File: config.mk
export PLATFORM = sky130hd
export DESIGN_NAME = rpf_hub
export DESIGN_NICKNAME = d
export VERILOG_FILES = /design/src/shared/rpf_pkg.sv /design/src/rpf_port.sv /design/src/rpf_hub.sv
export SDC_FILE = /design/constraint.sdc
export NUM_CORES = 1
export LEC_CHECK = 0
export BUFFER_PORTS_ARGS = -buffer_cell sky130_fd_sc_hd__buf_2
export CORE_MARGIN = 5
export CORE_UTILIZATION = 45
export DETAILED_ROUTE_END_ITERATION = 7
export PLACE_DENSITY = 0.71
export SLEW_MARGIN = 20
export SYNTH_ARGS = -nofsm -noshare
export SYNTH_HDL_FRONTEND = slang
export SYNTH_SLANG_ARGS = --single-unit
File: constraint.sdc
create_clock -name i_ref_clk -period 2 [get_ports i_ref_clk]
set_input_delay 0.6 -clock i_ref_clk [delete_from_list [all_inputs] [get_ports i_ref_clk]]
set_output_delay 0.6 -clock i_ref_clk [all_outputs]
set_load 0.02 [all_outputs]
File: src/shared/rpf_pkg.sv
// constants and carrier types for the per-port filter status and interrupt enable slice
// ----------------------------------------------------------------------------
// ----------------------------------------------------------------------------
package rpf_pkg;
  localparam int          NUM_PORTS = 4;
  localparam int          PORT_W    = 2;
  localparam int          DLY_W     = 6;
  localparam int          NUM_COND  = 9;

  // register addresses
  localparam logic [7:0] ADDR_PORT_SEL   = 8'h4c;
  localparam logic [7:0] ADDR_FILT_STS_A = 8'hd6;
  localparam logic [7:0] ADDR_FILT_STS_B = 8'hd7;
  localparam logic [7:0] ADDR_IRQ_EN_HI  = 8'hd8;
  localparam logic [7:0] ADDR_IRQ_EN_LO  = 8'hd9;
  localparam logic [7:0] ADDR_STS_FIRST  = 8'hda;
  localparam logic [7:0] ADDR_STS_SECOND = 8'hdb;

  // field positions
  localparam int BIT_LIMIT   = 7;
  localparam int BIT_SETTLED = 6;
  localparam int BIT_FAULT   = 6;
  localparam int BIT_ENC     = 2;
  localparam int BIT_SEQ     = 1;
  localparam int BIT_CRC     = 0;

  // writable masks; everything else is reserved
  localparam logic [7:0] MASK_EN_HI = 8'h07;
  localparam logic [7:0] MASK_EN_LO = 8'h77;
  localparam logic [7:0] RST_BYTE   = 8'h00;
  localparam logic [NUM_COND-1:0] RST_COND = 9'h000;

  // condition vector order: {enc, seq, crc, len, cnt, buf, par, pass, lock}
  typedef struct packed {
    logic link_encoding_fault;
    logic ctrl_channel_sequence_fault;
    logic ctrl_channel_checksum_fault;
    logic line_length_changed;
    logic line_count_changed;
    logic rx_buffer_overflow;
    logic link_parity_fault;
    logic port_valid_changed;
    logic lock_changed;
  } rpf_cond_t;

  typedef struct packed {
    logic             limit_hit;
    logic             settled;
    logic             measure_invalid;
    logic [DLY_W-1:0] clock_delay;
    logic [DLY_W-1:0] data_delay;
  } rpf_filter_t;

  // conditions cleared by a read of the first status register (lock, pass, parity, seq, crc)
  localparam logic [NUM_COND-1:0] COND_IN_FIRST  = 9'h0c7;
  // conditions cleared by a read of the second status register (enc, len, cnt, buf)
  localparam logic [NUM_COND-1:0] COND_IN_SECOND = 9'h138;
endpackage

File: src/rpf_port.sv
// one receive port copy: filter status flags, interrupt enables and pending conditions
`timescale 1ns/1ps
module rpf_port (
  input  wire logic                i_ref_clk,
  input  wire logic                i_rst,
  input  wire rpf_pkg::rpf_filter_t i_filter,
  input  wire rpf_pkg::rpf_cond_t  i_cond,
  input  wire logic                i_rd_a,
  input  wire logic                i_rd_b,
  input  wire logic                i_rd_first,
  input  wire logic                i_rd_second,
  input  wire logic                i_wr_hi,
  input  wire logic                i_wr_lo,
  input  wire logic [7:0]          i_wdata,
  output logic [7:0]               o_sts_a,
  output logic [7:0]               o_sts_b,
  output logic [7:0]               o_en_hi,
  output logic [7:0]               o_en_lo,
  output logic [rpf_pkg::NUM_COND-1:0] o_pending,
  output logic                     o_irq
);
  logic                            limit_flag;
  logic                            settled_flag;
  logic                            fault_flag;
  logic [rpf_pkg::NUM_COND-1:0]    enables;
  logic [rpf_pkg::NUM_COND-1:0]    cond_vec;
  logic [rpf_pkg::NUM_COND-1:0]    clr_vec;

  assign cond_vec = i_cond;
  assign clr_vec  = ({rpf_pkg::NUM_COND{i_rd_first}} & rpf_pkg::COND_IN_FIRST)
                  | ({rpf_pkg::NUM_COND{i_rd_second}} & rpf_pkg::COND_IN_SECOND);

  // ----------------------------------------------------------------------------
  // filter status flags
  // ----------------------------------------------------------------------------
  // sticky limit flag, set beats read clear
  always_ff @(posedge i_ref_clk) begin
    if (i_rst) begin
      limit_flag <= 1'b0;
    end else if (i_filter.limit_hit) begin
      limit_flag <= 1'b1;
    end else if (i_rd_a) begin
      limit_flag <= 1'b0;
    end
  end

  // latch low, read reloads live value
  always_ff @(posedge i_ref_clk) begin
    if (i_rst) begin
      settled_flag <= 1'b0;
    end else if (!i_filter.settled) begin
      settled_flag <= 1'b0;
    end else if (i_rd_a) begin
      settled_flag <= 1'b1;
    end
  end

  always_ff @(posedge i_ref_clk) begin
    if (i_rst) begin
      fault_flag <= 1'b0;
    end else if (i_filter.measure_invalid) begin
      fault_flag <= 1'b1;
    end else if (i_rd_b) begin
      fault_flag <= 1'b0;
    end
  end

  // ----------------------------------------------------------------------------
  // enables and pending conditions
  // ----------------------------------------------------------------------------
  // enables reset to zero; reserved bits masked off
  always_ff @(posedge i_ref_clk) begin
    if (i_rst) begin
      enables <= rpf_pkg::RST_COND;
    end else begin
      if (i_wr_hi) begin
        enables[8:6] <= i_wdata[2:0];
      end
      if (i_wr_lo) begin
        enables[5:0] <= {i_wdata[6:4], i_wdata[2:0]};
      end
    end
  end

  // read of the register whose clear group holds the bit clears, new event wins
  always_ff @(posedge i_ref_clk) begin
    if (i_rst) begin
      o_pending <= rpf_pkg::RST_COND;
    end else begin
      o_pending <= (o_pending & ~clr_vec) | cond_vec;
    end
  end

  always_ff @(posedge i_ref_clk) begin
    if (i_rst) begin
      o_irq <= 1'b0;
    end else begin
      o_irq <= |(((o_pending & ~clr_vec) | cond_vec) & enables);
    end
  end

  // live delay codes; reserved read zero
  assign o_sts_a = {limit_flag, settled_flag, i_filter.clock_delay};
  assign o_sts_b = {1'b0, fault_flag, i_filter.data_delay};
  assign o_en_hi = {5'h00, enables[8:6]};
  assign o_en_lo = {1'b0, enables[5:3], 1'b0, enables[2:0]};
endmodule

File: src/rpf_hub.sv
// top: port select and register read/write routing to the per-port copies
`timescale 1ns/1ps
module rpf_hub (
  input  wire logic                                    i_ref_clk,
  input  wire logic                                    i_rst,
  input  wire logic                                    i_rd,
  input  wire logic                                    i_wr,
  input  wire logic [7:0]                              i_addr,
  input  wire logic [7:0]                              i_wdata,
  input  wire rpf_pkg::rpf_filter_t [rpf_pkg::NUM_PORTS-1:0] i_filter,
  input  wire rpf_pkg::rpf_cond_t   [rpf_pkg::NUM_PORTS-1:0] i_cond,
  output logic [7:0]                                   o_rdata,
  output logic                                         o_rvalid,
  output logic [rpf_pkg::NUM_PORTS-1:0]                o_port_irq
);
  logic [rpf_pkg::PORT_W-1:0]    port_sel;
  logic [7:0]                    sts_a   [rpf_pkg::NUM_PORTS];
  logic [7:0]                    sts_b   [rpf_pkg::NUM_PORTS];
  logic [7:0]                    en_hi   [rpf_pkg::NUM_PORTS];
  logic [7:0]                    en_lo   [rpf_pkg::NUM_PORTS];
  logic [rpf_pkg::NUM_COND-1:0]  pend    [rpf_pkg::NUM_PORTS];
  logic [rpf_pkg::NUM_PORTS-1:0] irq;
  logic [7:0]                    next_rdata;

  function automatic logic hit(input logic [7:0] a, input logic [7:0] r);
    return a == r;
  endfunction

  // ----------------------------------------------------------------------------
  // port select
  // ----------------------------------------------------------------------------
  // selected copy receives accesses
  always_ff @(posedge i_ref_clk) begin
    if (i_rst) begin
      port_sel <= '0;
    end else if (i_wr && hit(i_addr, rpf_pkg::ADDR_PORT_SEL)) begin
      port_sel <= i_wdata[rpf_pkg::PORT_W-1:0];
    end
  end

  for (genvar p = 0; p < rpf_pkg::NUM_PORTS; p++) begin : g_port
    logic sel;
    assign sel = (int'(port_sel) == p);
    rpf_port u_port (
      .i_ref_clk   (i_ref_clk),
      .i_rst       (i_rst),
      .i_filter    (i_filter[p]),
      .i_cond      (i_cond[p]),
      .i_rd_a      (sel && i_rd && hit(i_addr, rpf_pkg::ADDR_FILT_STS_A)),
      .i_rd_b      (sel && i_rd && hit(i_addr, rpf_pkg::ADDR_FILT_STS_B)),
      .i_rd_first  (sel && i_rd && hit(i_addr, rpf_pkg::ADDR_STS_FIRST)),
      .i_rd_second (sel && i_rd && hit(i_addr, rpf_pkg::ADDR_STS_SECOND)),
      .i_wr_hi     (sel && i_wr && hit(i_addr, rpf_pkg::ADDR_IRQ_EN_HI)),
      .i_wr_lo     (sel && i_wr && hit(i_addr, rpf_pkg::ADDR_IRQ_EN_LO)),
      .i_wdata     (i_wdata),
      .o_sts_a     (sts_a[p]),
      .o_sts_b     (sts_b[p]),
      .o_en_hi     (en_hi[p]),
      .o_en_lo     (en_lo[p]),
      .o_pending   (pend[p]),
      .o_irq       (irq[p])
    );
  end

  // ----------------------------------------------------------------------------
  // read data
  // ----------------------------------------------------------------------------
  // pending bits shown in the interrupt status layout; unmapped reads give zero
  always_comb begin
    next_rdata = rpf_pkg::RST_BYTE;
    unique case (i_addr)
      rpf_pkg::ADDR_PORT_SEL:   next_rdata = {6'h00, port_sel};
      rpf_pkg::ADDR_FILT_STS_A: next_rdata = sts_a[port_sel];
      rpf_pkg::ADDR_FILT_STS_B: next_rdata = sts_b[port_sel];
      rpf_pkg::ADDR_IRQ_EN_HI:  next_rdata = en_hi[port_sel];
      rpf_pkg::ADDR_IRQ_EN_LO:  next_rdata = en_lo[port_sel];
      rpf_pkg::ADDR_STS_FIRST:  next_rdata = {5'h00, pend[port_sel][8:6]};
      rpf_pkg::ADDR_STS_SECOND:
        next_rdata = {1'b0, pend[port_sel][5:3], 1'b0, pend[port_sel][2:0]};
      default:                  next_rdata = rpf_pkg::RST_BYTE;
    endcase
  end

  always_ff @(posedge i_ref_clk) begin
    if (i_rst) begin
      o_rdata  <= rpf_pkg::RST_BYTE;
      o_rvalid <= 1'b0;
    end else begin
      o_rvalid <= i_rd;
      if (i_rd) begin
        o_rdata <= next_rdata;
      end
    end
  end

  always_ff @(posedge i_ref_clk) begin
    if (i_rst) begin
      o_port_irq <= '0;
    end else begin
      o_port_irq <= irq;
    end
  end
endmodule

==> results.toml <==
[outcome]
status = "finished with violations"
violations = "setup timing"

[drt]
drt_iter0_markers = 360
wl_met3_um = 1365
vias_per_cell = 5.817
routed.top_layer = "met4"
num_vias = 4811
drc = 0
routed-wl-met2_um = 7998
ant_nets = 0
avgRoutedWirePerCell_um = 19.93
wl_um = 16480
met1_length_um = 6665
firstDrtPassIters = 6

[placement]
gp_congestion = 0.8635
dp.cells = 807
place_ws_ns = -0.4387
hpwl_um = 12620
place_area_mm2 = 0.006435
portBuffers = 126

[synthesis]
synth_area_leaders = "dfxtp_1, mux4_2, mux2i_1, nor2_1, nor2b_1"
syn_area_mm2 = 0.005269
synthFlopType = "dfxtp_1"
syn_nets = 623
ys_seq_area_share_pct = 39.14
avgSynthCellArea_um2 = 10.39
synth_commonest_cells = "dfxtp_1, nor2_1, mux2i_1"
yosys_register_bits = 103
yosys_warnings = 0
async_flop_share_pct = 0
synth_edf_count = 0
synth_top_cell_area_share_pct = 39.14
yosys.cell_types.count = 52
synthCells = 507
yosys.area.top_type = "dfxtp_1"
synth_most_common_cell = "dfxtp_1"

[layout]
drive_above_1_share_pct = 40.06
utilization_pct = 59.61
finalNetCount = 795
final_area_mm2 = 0.006835
syn_to_final_growth_pct = 29.73
n_antenna_cell = 0
fin_cells = 827

[global_route]
grt_usage_pct = 22.75
grt_pass1_vias = 4901
grt_max_degree = 55
grt_antenna_before_repair = 0
gr-total-overflow = 0
grt_pass1_wl_um = 25450

[clock_tree]
clk_pin_slew_worst_paths_ns = 0.08
clk_path_buf_depth = 2
htreeDepth = 3
cts_hold_buf = 0
tritoncts = "built"
clock-sinks = 103
cts_root_buf = "clkbuf_16"
cts_made_buffers = 9
clk_latency_ns = 0.35

[job]
max_cap_viol_count = 0

[critical_path]
crit_required_ns = 2.23
crit_arrival_ns = 2.23
criticalPathCategory = "in2reg"
endpoint_kind = "register"
worstSetupStartpointType = "input pin"
worst-path-max-fanout = 5

[power_and_ir_drop]
power_frac_comb_pct = 10.8
power.density_mw_per_mm2 = 635.7
p_seq_share_pct = 49.4
p_int_w = 0.003229
peakVddDrop_uv = 396.1
switchingPower_w = 0.001116
power.share.clock_pct = 39.7
leakage_nw = 3.049
switching_share_pct = 25.67

[sta]
slew_headroom_pct = 64.77
fmax_ghz = 0.4996
fin_skew_ns = 0.007506
hold_violations = 0
final.period_utilization_pct = 100.1
fin_ws_ns = -0.001452
finalSetupViolations = 1
slew_violations = 0
rsz0062_at_grt = "yes"
layout_min_cycle_time_ns = 2.001
worst_slew_pin_slew_ns = 0.5285

[floorplan]
core_area_mm2 = 0.01147
initial_core_util_pct = 45.95
fp.dieH_um = 118.2
io_pins = 129
rows = 39
dieArea_mm2 = 0.01397
die_x_um = 118.2

[hold_path]
holdCritPathClass = "reg2reg"
## path summary, 6_finish.rpt
check | start | to | slack, ns | cells after the start
max | i_addr[5] | g_port[3].u_port.o_irq$_SDFF_PP0_ | -0.001 | 9
min reg2reg | g_port[1].u_port.o_irq$_SDFF_PP0_ | o_port_irq[1]$_SDFF_PP0_ | 0.46 | 1
min | g_port[1].u_port.o_irq$_SDFF_PP0_ | o_port_irq[1]$_SDFF_PP0_ | 0.46 | 1
max reg2reg | port_sel[1]$_SDFFE_PP0P_ | g_port[3].u_port.o_irq$_SDFF_PP0_ | 0.04 | 7
## worst max-delay path, stage by stage
cell and delay (ns):
buf_6 0.09, and4bb_4 0.41, buf_12 0.14, buf_6 0.10, and2_1 0.25, buf_4 0.15
a21oi_1 0.08, a221oi_2 0.28, a31oi_1 0.13
## layer usage
metal  global-route usage [%]  vias up
met3                    5.062       33
met4                    8.530        0
met2                    37.76      232
li1                         -     2222
met5                        0        -
met1                    29.03     2324
## cells by family after synthesis
logic type | share of synthesized area (%)
and+or+nand+nor | 18.86
AOI/OAI and AO/OA | 14.34
DFF | 39.14
muxes | 22.89
buffers and inverters | 4.773
## metrics by stage
stage	total power [W]	hold WS (ns)	setup TNS [ns]
2_1_floorplan	0.002417	0.4138	0
3_3_place_gp	0.002632	0.4498	-9.066
3_5_place_dp	0.002648	0.4634	-10.44
4_1_cts	0.004343	0.4578	0
5_1_grt	0.004500	0.4685	-0.1194
6_report	0.004345	0.4558	-0.001452
## placed cells by master (no fill, tap or decap), types with 6 or more instances in the layout
master       n
a21o_1      25
a21oi_1     26
a22o_1       6
a22oi_1      9
a41oi_1     11
buf_2      125
buf_4       61
clkbuf_16   11
dfxtp_1    101
inv_1       16
mux2i_1     43
mux4_2      33
nand2_1     16
nand3_1     12
nor2_1      60
nor2b_1     35
o21ai_0     13
## state kept, by name (all words and copies together) (netlist names)
| signal | count |
|---|---|
| g_port.u_port.limit_flag | 4 |
| o_rdata | 8 |
| port_sel | 2 |
| g_port.u_port.o_irq | 4 |
| g_port.u_port.settled_flag | 4 |
| g_port.u_port.o_pending | 36 |
| o_port_irq | 4 |
| o_rvalid | 1 |
| g_port.u_port.enables | 36 |
| g_port.u_port.fault_flag | 4 |
## area by class of cell
cell class / count / area, um^2
Multi-Input combinational cell: 352 / 2979
Tap cell: 143 / 178.9
Fill cell: 980 / 4632
Clock inverter: 7 / 70.07
Inverter: 18 / 67.56
Timing Repair Buffer: 195 / 1247
Clock buffer: 9 / 225.2
Sequential cell: 103 / 2067
## power groups by stage
stage               combinational (W)  sequential, W  clock (W)
floorplan                    0.000232        0.00218          0
CTS                          0.000456        0.00215    0.00174
finish                       0.000471        0.00215    0.00173
detailed placement           0.000452        0.00220          0
global route                 0.000509        0.00215    0.00184
global placement             0.000439        0.00219          0
## what timing repair did
item                                   in CTS  in global routing
setup buffers                               0                  2
pin swaps                                   0                  4
gates cloned                                0                  2
resized for setup                           3                  9
endpoints found under the hold margin       0                  0
setup endpoints to repair                   3                  4
Power figures use the tool's default switching activity.
